## src/flash_status_pkg.sv

```systemverilog
// Purpose: Constants shared by the flash status polling controller.
// Assumes: Status bits sit in the low data byte of the flash bus.
// Notes: Bus timing counts are in cycles of the 100 MHz ref_clk.
// Contract
// - On starting a toggle check the host reads the whole byte twice in a row and compares the toggle bits.
// - If the bit still toggles and the timing failure flag is high, the host checks the toggle bit once more.
// - If it still toggles on that recheck, the operation failed and the host writes the reset command.
// - If the host leaves polling for other work, it restarts from the first double read when it returns.
// - After any timing failure the host issues the reset command before array reads resume.
// - The host may skip the window flag only if added sector erases always come less than 50 us apart.
// - After a sector erase the host confirms acceptance by toggle bit and reads the window flag before and after each added sector.
// - Status reads carry a valid address: the programmed location or a sector chosen for erase.
package flash_status_pkg;
    localparam int ADDR_W = 20;
    localparam int DATA_W = 8;
    // Status bit positions in the data byte.
    localparam int POS_POLL = 7;
    localparam int POS_TOGGLE = 6;
    localparam int POS_FAIL = 5;
    localparam int POS_WINDOW = 3;
    localparam int POS_SECT_TOGGLE = 2;
    // Bus cycle timing in ns and in derived clock cycles.
    localparam int CLK_NS = 10;
    localparam int READ_NS = 90;
    localparam int WRITE_NS = 50;
    localparam int READ_CYC = (READ_NS + CLK_NS - 1) / CLK_NS;
    localparam int WRITE_CYC = (WRITE_NS + CLK_NS - 1) / CLK_NS;
    localparam int CNT_W = 8;
    // Sector erase add spacing limit, rounded down.
    localparam int ADD_GAP_US = 50;
    localparam int ADD_GAP_CYC = ADD_GAP_US * 1000 / CLK_NS;
    // Reset command data, written to any address.
    localparam logic [7:0] RESET_CMD = 8'hF0;
    localparam logic [7:0] ZERO_BYTE = 8'h00;
    // Poll results reported to the user.
    typedef enum logic [1:0] {RES_NONE, RES_DONE, RES_FAIL,
        RES_ABORT} result_type;
endpackage

```

## src/flash_bus_cycle.sv

```systemverilog
// Purpose: One timed read or write cycle on the flash parallel bus.
// Assumes: Data input is synchronous to ref_clk.
// Notes: Read data is captured on the last cycle of the strobe.
`timescale 1ns/1ns
`default_nettype none
module flash_bus_cycle (
    input wire logic ref_clk,
    input wire logic arst_n,
    input wire logic start,
    input wire logic is_write,
    input wire logic [flash_status_pkg::DATA_W-1:0] wdata,
    input wire logic [flash_status_pkg::DATA_W-1:0] dq_in,
    output logic busy,
    output logic done,
    output logic [flash_status_pkg::DATA_W-1:0] rdata,
    output logic ce_n,
    output logic oe_n,
    output logic we_n,
    output logic [flash_status_pkg::DATA_W-1:0] dq_out,
    output logic dq_oe
);
    logic [flash_status_pkg::CNT_W-1:0] cnt, next_cnt;
    logic next_busy, next_done, next_ce_n, next_oe_n, next_we_n, next_dq_oe;
    logic [flash_status_pkg::DATA_W-1:0] next_rdata, next_dq_out;

    // Compute the strobe sequence of one cycle.
    always_comb begin
        next_cnt = cnt;
        next_busy = busy;
        next_done = 1'b0;
        next_rdata = rdata;
        next_ce_n = ce_n;
        next_oe_n = oe_n;
        next_we_n = we_n;
        next_dq_out = dq_out;
        next_dq_oe = dq_oe;
        if (!busy && start) begin
            next_busy = 1'b1;
            next_ce_n = 1'b0;
            next_oe_n = is_write;
            next_we_n = !is_write;
            next_dq_out = wdata;
            next_dq_oe = is_write;
            next_cnt = is_write ?
                flash_status_pkg::CNT_W'(flash_status_pkg::WRITE_CYC) :
                flash_status_pkg::CNT_W'(flash_status_pkg::READ_CYC);
        end else if (busy) begin
            if (cnt > flash_status_pkg::CNT_W'(1)) begin
                next_cnt = cnt - flash_status_pkg::CNT_W'(1);
            end else begin
                next_busy = 1'b0;
                next_done = 1'b1;
                next_ce_n = 1'b1;
                next_oe_n = 1'b1;
                next_we_n = 1'b1;
                next_dq_oe = 1'b0;
                if (!oe_n) begin
                    next_rdata = dq_in;
                end
            end
        end
    end

    // Register the cycle state.
    always_ff @(posedge ref_clk or negedge arst_n) begin
        if (!arst_n) begin
            cnt <= '0;
            busy <= 1'b0;
            done <= 1'b0;
            rdata <= '0;
            ce_n <= 1'b1;
            oe_n <= 1'b1;
            we_n <= 1'b1;
            dq_out <= '0;
            dq_oe <= 1'b0;
        end else begin
            cnt <= next_cnt;
            busy <= next_busy;
            done <= next_done;
            rdata <= next_rdata;
            ce_n <= next_ce_n;
            oe_n <= next_oe_n;
            we_n <= next_we_n;
            dq_out <= next_dq_out;
            dq_oe <= next_dq_oe;
        end
    end
endmodule
`default_nettype wire

```

## src/flash_status_poller.sv

```systemverilog
// Purpose: Host side toggle bit polling of a flash program or erase.
// Assumes: The user has already written the program or erase sequence.
// Notes: A failed operation is followed by an automatic reset command.
`timescale 1ns/1ns
`default_nettype none
module flash_status_poller (
    input wire logic ref_clk,
    input wire logic arst_n,
    input wire logic poll_start,
    input wire logic [flash_status_pkg::ADDR_W-1:0] poll_addr,
    input wire logic use_sector_toggle,
    input wire logic poll_abort,
    input wire logic window_check,
    input wire logic [flash_status_pkg::DATA_W-1:0] dq_in,
    output logic poll_busy,
    output logic poll_done,
    output flash_status_pkg::result_type poll_result,
    output logic window_valid,
    output logic window_open,
    output logic [flash_status_pkg::ADDR_W-1:0] addr,
    output logic ce_n,
    output logic oe_n,
    output logic we_n,
    output logic [flash_status_pkg::DATA_W-1:0] dq_out,
    output logic dq_oe
);
    typedef enum logic [2:0] {ST_IDLE, ST_FIRST, ST_SECOND, ST_RECHK,
        ST_RESET, ST_WIN, ST_END} state_type;

    state_type state, next_state;
    logic [flash_status_pkg::ADDR_W-1:0] next_addr;
    logic prev_bit, next_prev_bit;
    logic next_poll_busy, next_poll_done, next_window_valid;
    logic next_window_open;
    flash_status_pkg::result_type next_poll_result;
    logic cyc_start, cyc_write, cyc_busy, cyc_done;
    logic [flash_status_pkg::DATA_W-1:0] cyc_rdata;
    logic cur_bit, toggled, fail_high;

    flash_bus_cycle u_cycle (
        .ref_clk(ref_clk),
        .arst_n(arst_n),
        .start(cyc_start),
        .is_write(cyc_write),
        .wdata(flash_status_pkg::RESET_CMD),
        .dq_in(dq_in),
        .busy(cyc_busy),
        .done(cyc_done),
        .rdata(cyc_rdata),
        .ce_n(ce_n),
        .oe_n(oe_n),
        .we_n(we_n),
        .dq_out(dq_out),
        .dq_oe(dq_oe)
    );

    // Pick the watched toggle bit and compare it with the stored one.
    assign cur_bit = use_sector_toggle ?
        cyc_rdata[flash_status_pkg::POS_SECT_TOGGLE] :
        cyc_rdata[flash_status_pkg::POS_TOGGLE];
    assign toggled = cur_bit != prev_bit;
    assign fail_high = cyc_rdata[flash_status_pkg::POS_FAIL];

    // Start bus cycles from the states that need one.
    always_comb begin
        cyc_start = 1'b0;
        cyc_write = 1'b0;
        if (!cyc_busy && !cyc_done) begin
            case (state)
                ST_FIRST, ST_SECOND, ST_RECHK, ST_WIN: begin
                    cyc_start = 1'b1;
                end
                ST_RESET: begin
                    cyc_start = 1'b1;
                    cyc_write = 1'b1;
                end
                default: begin
                    cyc_start = 1'b0;
                end
            endcase
        end
    end

    // Walk the double read, recheck and failure recovery.
    always_comb begin
        next_state = state;
        next_addr = addr;
        next_prev_bit = prev_bit;
        next_poll_busy = poll_busy;
        next_poll_done = 1'b0;
        next_poll_result = poll_result;
        next_window_valid = window_valid;
        next_window_open = window_open;
        case (state)
            ST_IDLE: begin
                if (poll_start) begin
                    next_addr = poll_addr;
                    next_state = ST_FIRST;
                    next_poll_busy = 1'b1;
                    next_poll_result = flash_status_pkg::RES_NONE;
                end else if (window_check) begin
                    next_addr = poll_addr;
                    next_state = ST_WIN;
                    next_poll_busy = 1'b1;
                    next_window_valid = 1'b0;
                end
            end
            ST_FIRST: begin
                if (cyc_done) begin
                    next_prev_bit = cur_bit;
                    next_state = ST_SECOND;
                end
            end
            ST_SECOND: begin
                if (cyc_done) begin
                    next_prev_bit = cur_bit;
                    if (!toggled) begin
                        next_poll_result = flash_status_pkg::RES_DONE;
                        next_state = ST_END;
                    end else if (fail_high) begin
                        next_state = ST_RECHK;
                    end else if (poll_abort) begin
                        next_poll_result = flash_status_pkg::RES_ABORT;
                        next_state = ST_END;
                    end else begin
                        next_state = ST_SECOND;
                    end
                end
            end
            ST_RECHK: begin
                if (cyc_done) begin
                    if (toggled) begin
                        next_poll_result = flash_status_pkg::RES_FAIL;
                        next_state = ST_RESET;
                    end else begin
                        next_poll_result = flash_status_pkg::RES_DONE;
                        next_state = ST_END;
                    end
                end
            end
            ST_RESET: begin
                if (cyc_done) begin
                    next_state = ST_END;
                end
            end
            ST_WIN: begin
                if (cyc_done) begin
                    next_window_open =
                        !cyc_rdata[flash_status_pkg::POS_WINDOW];
                    next_window_valid = 1'b1;
                    next_state = ST_IDLE;
                    next_poll_busy = 1'b0;
                end
            end
            ST_END: begin
                next_poll_done = 1'b1;
                next_poll_busy = 1'b0;
                next_state = ST_IDLE;
            end
            default: begin
                next_state = ST_IDLE;
            end
        endcase
    end

    // Register controller state.
    always_ff @(posedge ref_clk or negedge arst_n) begin
        if (!arst_n) begin
            state <= ST_IDLE;
            addr <= '0;
            prev_bit <= 1'b0;
            poll_busy <= 1'b0;
            poll_done <= 1'b0;
            poll_result <= flash_status_pkg::RES_NONE;
            window_valid <= 1'b0;
            window_open <= 1'b0;
        end else begin
            state <= next_state;
            addr <= next_addr;
            prev_bit <= next_prev_bit;
            poll_busy <= next_poll_busy;
            poll_done <= next_poll_done;
            poll_result <= next_poll_result;
            window_valid <= next_window_valid;
            window_open <= next_window_open;
        end
    end
endmodule
`default_nettype wire

```

## config.mk

```make
export PLATFORM = sky130hd
export DESIGN_NAME = flash_status_poller
export DESIGN_NICKNAME = d
export VERILOG_FILES = /design/src/flash_status_pkg.sv /design/src/flash_bus_cycle.sv /design/src/flash_status_poller.sv
export SDC_FILE = /design/constraint.sdc
export NUM_CORES = 1
export LEC_CHECK = 0
export ABC_CLOCK_PERIOD_IN_PS = 4000
export BUFFER_PORTS_ARGS = -buffer_cell sky130_fd_sc_hd__buf_2
export CORE_UTILIZATION = 54
export DETAILED_ROUTE_END_ITERATION = 12
export HOLD_SLACK_MARGIN = 0.1
export MAX_ROUTING_LAYER = met4
export PLACE_DENSITY = 0.91
export SYNTH_ARGS = -nofsm -noshare
export SYNTH_HDL_FRONTEND = slang
export SYNTH_SLANG_ARGS = --single-unit
```

## constraint.sdc

```tcl
create_clock -name ref_clk -period 4 [get_ports ref_clk]
set_input_delay 0.2 -clock ref_clk [delete_from_list [all_inputs] [get_ports ref_clk]]
set_output_delay 0.2 -clock ref_clk [all_outputs]
set_load 0.01 [all_outputs]
```

==> run summary, run 1 <==
Outcome -> complete, no violations
Most frequent cells in the layout -> buf_2, dfrtp_1, mux2_2
Cell area after layout -> 2678 um^2
Vias -> 1,660
Final #Nets -> 291
Distinct cell type count after synthesis -> 44
Final Hold Fails -> 0
CP max-delay cell -> nor2_2
Commonest non-fill, non-tap cell in the layout -> buf_2
Setup violators final -> 0
Setup tns final -> 0 ns
Area delta synth->final -> 18.30%
Die area -> 4454 um^2
Seq/Total Area, Yosys -> 54.34%
Critical path peak fanout -> 22
Synth warn -> 0
Ports -> 72
Final GP Congestion -> 0.8063
PnR worst setup slack -> 1.631 ns
Power Density -> 858.9 nW/um^2
Worst slew margin -> 28.98%
CTS Buf Count -> 5
H-tree depth -> 2
Largest net degree at the start of global routing -> 50
Critical path arrival -> 2.55 ns
Share of cells above drive strength 1 -> 43.14%
# Post-CTS Setup Buffers -> 0
Initial Util -> 56.58%
Post-route DRC -> 0
Die height -> 66.74 um
Clock buffer depth -> 2
CP Capture Type -> register
Synthesized flop and latch total -> 49
DP Worst Slack -> 1.625 ns
Drt wl/cell -> 14.30 um
Ant. Diodes -> 0
First-pass GRT wire length -> 7.196 mm
Register Area -> 1230 um^2
Critical path startpoint category -> register
CTS tree -> built
Synth Cell Area -> 2263 um^2
Post-synthesis cell count -> 196
Die Wd -> 66.74 um
Number of global-route vias before repair -> 1,674
Core area -> 4000 um^2
CTS resizes -> 0
Grt ovf -> 0
Worst IR Drop VDD -> 0.4868 mV
Final Power -> 2.300 mW
Min-Delay Path Class -> primary input to asynchronous set/reset pin
Initial DRC Count -> 67
Crit Path Category -> register to register
Routed WL -> 4.362 mm
Num rows -> 23
Least-Margin Pin Slew -> 1.064 ns
Syn_area_per_cell -> 11.55 um^2
IO Port Bufs -> 63
Fill cells -> 305
Final Cycle Share -> 59.22%
CTS Root Cell -> clkbuf_8
FMAX -> 422.2 MHz
RSZ-0062 raised after global routing -> false
Initial antenna violation count -> 0
Clock transition at path regs -> 0.09 ns
CTS Hold Bufs -> 0
Crit path cell chain -> or3_1, nor2_2, mux2_2
Post-placement cell area -> 2574 um^2
DP HPWL -> 3.189 mm
Slowest stage delay, CP -> 0.84 ns
Worst Path Required -> 4.18 ns
Shortest period the worst path allows -> 2.369 ns
Tot GR Track Use -> 22.30%
MaxCap Viol Count -> 0
Clock Skew -> 0.007354 ns
Skew-Pair Late Insertion Delay -> 0.30 ns
Slew Limit Fails -> 0
DRT antenna net count -> 0
Static Leak -> 1.253 nW
CTS sink cnt -> 49
First drt pass iteration count -> 4
Vias/cell -> 5.443
Multi-input logic area -> 939.7 um^2
-- synthesized netlist by cell type (all sizes together) --
cell	count	area share, %
o21a	5	1.7
nand4bb	1	1.2
mux2i	2	0.88
inv	7	1.2
o311a	1	0.50
nor3	2	0.44
or3b	1	0.39
a41oi	1	0.39
o21ai	8	1.8
xnor2	1	0.39
clkbuf	5	0.83
nand2	13	2.3
or2	2	0.55
o21bai	1	0.33
nand3	3	0.66
o31ai	5	1.7
dfrtp	46	51
nor2	17	2.8
o41a	1	0.50
or4	5	2.0
buf	9	2.8
or3	3	0.88
a211o	1	0.39
a221oi	1	0.39
nor2b	4	1.1
and3	2	0.55
o41ai	1	1.2
nand4	1	0.28
a22oi	1	0.33
conb	1	0.17
a221o	1	0.44
a21o	1	0.33
a211oi	1	0.33
mux2	24	12
ha	2	1.1
a21oi	10	2.2
a31oi	1	0.28
nand2b	2	0.55
dfstp	3	3.5
-- worst max-delay path: cells and delay by family (launching register included) --
| kind | cells | cell delay (ns) |
|---|---|---|
| simple gates | 2 | 1.31 |
| flops | 1 | 0.51 |
| mux | 1 | 0.43 |
-- cells by family (layout without fill, tap and decap cells) --
group / count (synthesis) / count (layout) / share of synthesized area [%]
compound gates: 40 / 40 / 12.72
other cells: 1 / 4 / 0.1657
simple gates: 56 / 56 / 13.71
fa+ha+maj: 2 / 2 / 1.105
flops: 49 / 49 / 54.34
buf+inv: 21 / 77 / 4.754
mux: 26 / 26 / 12.82
xor+xnor: 1 / 1 / 0.3870
-- per-stage QoR --
| stage | hold slack (ns) | std cells | util (%) |
|---|---|---|---|
| 6_report | 0.08587 | 305 | 66.94 |
| 5_1_grt | 0.1239 | 305 | 66.94 |
| 4_1_cts | 0.1159 | 305 | 66.94 |
| 3_5_place_dp | 0.4357 | 298 | 64.34 |
| 3_3_place_gp | 0.4308 | 298 | 64.34 |
| 2_1_floorplan | -0.09559 | 199 | - |
-- layout make-up --
type	count	share of cell area, %
Multi-Input combinational cell	129	35.09
Sequential cell	49	45.93
Inverter	7	0.9813
Timing Repair Buffer	63	11.78
Clock buffer	5	2.570
Tap cell	50	2.336
Clock inverter	2	1.308
-- state kept, by name, summed over array words and instances (netlist names), 2 cells and up --
signal,flops
u_cycle.cnt,8
poll_result,2
u_cycle.rdata,4
state,3
addr,20
-- metal layers --
metal  wire length [um]  share of wire [%]  track usage (%)
met5                  0                  0                -
met4                  0                  0            6.383
met3                207                4.7            4.795
met2               2262                 52            37.63
met1               1891                 43            26.88
-- power by group --
part | total, mW | leakage [nW] | switching, mW | internal [mW]
logic | 1.02 | 0.617 | 0.522 | 0.497
clock network | 0.338 | 0.0540 | 0.156 | 0.182
registers | 0.943 | 0.582 | 0.203 | 0.739
total | 2.30 | 1.25 | 0.881 | 1.42
-- worst paths after layout --
path / to / slack [ns] / startpoint / cells past startpoint
worst max-delay path: addr[6] / 1.63 / state[1] / 3
worst min-delay path: addr[0] / 0.09 / arst_n / 1
worst max register to register: addr[6] / 1.63 / state[1] / 3
worst min register to register: window_open / 0.45 / u_cycle.rdata[3] / 1
max in group asynchronous: prev_bit / 3.28 / arst_n / 1
min in group ref_clk: u_cycle.rdata[5] / 0.13 / dq_in[5] / 2
No activity file was read; power rests on OpenSTA's default activity.
==> inputs of run 2 (changes only) <==
Settings changed: ABC_CLOCK_PERIOD_IN_PS 4000 to 2050, CORE_UTILIZATION 54 to 45, PLACE_DENSITY 0.91 to 0.82.
Clock period 4 ns to 2.05 ns, I/O delays scaled along.
==> run 2 against run 1 <==
Against the previous run: global-route usage is 1.8 points lower; count of clock-buffer cells in the layout rose by 1; clock skew hardly changed; final cell count is 16% higher; routed wire length up 11%.
==> run summary, run 2 (synthesis gave the netlist of run 1 again) <==
Outcome -> complete, no violations
Commonest non-fill, non-tap cell in the layout -> buf_2
Slew Limit Fails -> 0
Worst IR Drop VDD -> 0.8428 mV
Post-route DRC -> 0
RSZ-0062 raised after global routing -> false
Setup tns final -> 0 ns
Ports -> 72
Worst R2R Path Depth -> 5
Share of cells above drive strength 1 -> 40.97%
Initial Util -> 47.29%
Vias/cell -> 5.118
Ant. Diodes -> 0
Num rows -> 25
Max reg flops -> 20
Die Wd -> 72.92 um
Shortest period the worst path allows -> 1.936 ns
Final Cycle Share -> 94.44%
IO Port Bufs -> 63
Critical path startpoint category -> register
DP HPWL -> 3.135 mm
Number of global-route vias before repair -> 1,756
Final #Nets -> 323
Most flops, register -> addr
Critical path peak fanout -> 5
Die area -> 5317 um^2
Largest net degree at the start of global routing -> 50
Final GP Congestion -> 0.8149
Hold Path Depth -> 4
# Post-CTS Setup Buffers -> 0
FMAX -> 516.5 MHz
Worst slew margin -> 60.00%
Fill cells -> 358
Non-filler cells, final -> 355
Dpl cells -> 322
MaxCap Viol Count -> 0
Power Density -> 1547 nW/um^2
Crit Path Category -> register to register
Critical path arrival -> 2.12 ns
Area delta synth->final -> 33.66%
Initial antenna violation count -> 0
Final Hold Fails -> 0
Core area -> 4786 um^2
CTS tree -> built
H-tree depth -> 2
Static Leak -> 1.399 nW
Min Hold Slack -> 0.1130 ns
Routed WL -> 4.853 mm
Worst Path Required -> 2.24 ns
Vias -> 1,817
Skew-Pair Late Insertion Delay -> 0.30 ns
Grt ovf -> 0
Clock transition at path regs -> 0.09 ns
Clock Skew -> 0.007324 ns
Min-Delay Path Class -> primary input to register
First drt pass iteration count -> 4
Biggest regs -> addr x20, u_cycle.cnt x8, u_cycle.rdata x4
First-pass GRT wire length -> 8.148 mm
Drt wl/cell -> 13.67 um
Least-Margin Pin Slew -> 0.5999 ns
Initial DRC Count -> 89
CTS Buf Count -> 5
Most frequent cells in the layout -> buf_2, dfrtp_1, dlygate4sd3_1
CTS sink cnt -> 49
DRT antenna net count -> 0
Tot GR Track Use -> 20.52%
Setup violators final -> 0
Die height -> 72.92 um
CTS Root Cell -> clkbuf_8
CP Capture Type -> register
Clock buffer depth -> 2
[run 2: changes by cell type in the layout (fill, tap and decap cells not counted), sizes merged]
cell | previous run | this run
dlygate4sd3 | 0 | 25
buf | 63 | 70
clkbuf | 5 | 6
[run 2: final timing paths]
kind                                start          endpoint  slack [ns]
max in group asynchronous          arst_n          state[1]        1.22
min in group asynchronous          arst_n           addr[3]        0.42
setup reg to reg           u_cycle.cnt[4]  u_cycle.rdata[3]        0.11
hold reg to reg                  state[0]         poll_done        0.45
setup / recovery           u_cycle.cnt[4]  u_cycle.rdata[3]        0.11
hold / removal               window_check      window_valid        0.11
[run 2: worst max-delay path: stages (launching register included)]
cell and delay, ns:
dfrtp_1 0.42, or4_4 0.57, nand4bb_4 0.24, nor2_1 0.11
buf_4 0.15, mux2_2 0.34
[run 2: repair_timing]
item,in CTS,in global routing
gates resized for setup,0,2
endpoints found under the hold margin,70,0
hold buffers,25,0
endpoints found under the setup margin,0,5
[run 2: routing by layer]
metal	vias up	track usage, %	routed length [um]
met2	75	31.36	2253
met5	-	-	0
met1	861	27.60	2230
li1	871	-	-
met4	0	6.318	85
met3	10	4.282	283
[run 2: cell type report]
class | instances | area [um^2] | area share (%)
clock buffer | 6 | 72.57 | 2.399
clock inverter | 2 | 35.03 | 1.158
inverter | 7 | 26.28 | 0.8685
multi-input combinational | 129 | 947.2 | 31.31
sequential | 49 | 1230 | 40.65
tap | 67 | 83.83 | 2.771
timing repair buffer | 95 | 630.6 | 20.84
[run 2: stage by stage]
| step | area [um^2] | power (mW) | worst slack [ns] | utilization, % |
|---|---|---|---|---|
| after floorplan | 2275 | 3.223 | 0.1259 | - |
| after global placement | 2660 | 3.833 | 0.1079 | 55.58 |
| after detailed placement | 2660 | 3.916 | 0.04640 | 55.58 |
| after CTS | 3018 | 4.647 | 0.02747 | 63.06 |
| after global routing | 3025 | 4.993 | 0.0003801 | 63.22 |
| final | 3025 | 4.679 | 0.1141 | 63.22 |
[run 2: power by group]
| part | internal (mW) | leakage [nW] | total, mW | switching, mW |
|---|---|---|---|---|
| combinational | 1.09 | 0.762 | 2.23 | 1.14 |
| clock | 0.362 | 0.0552 | 0.678 | 0.316 |
| sequential | 1.45 | 0.582 | 1.77 | 0.324 |
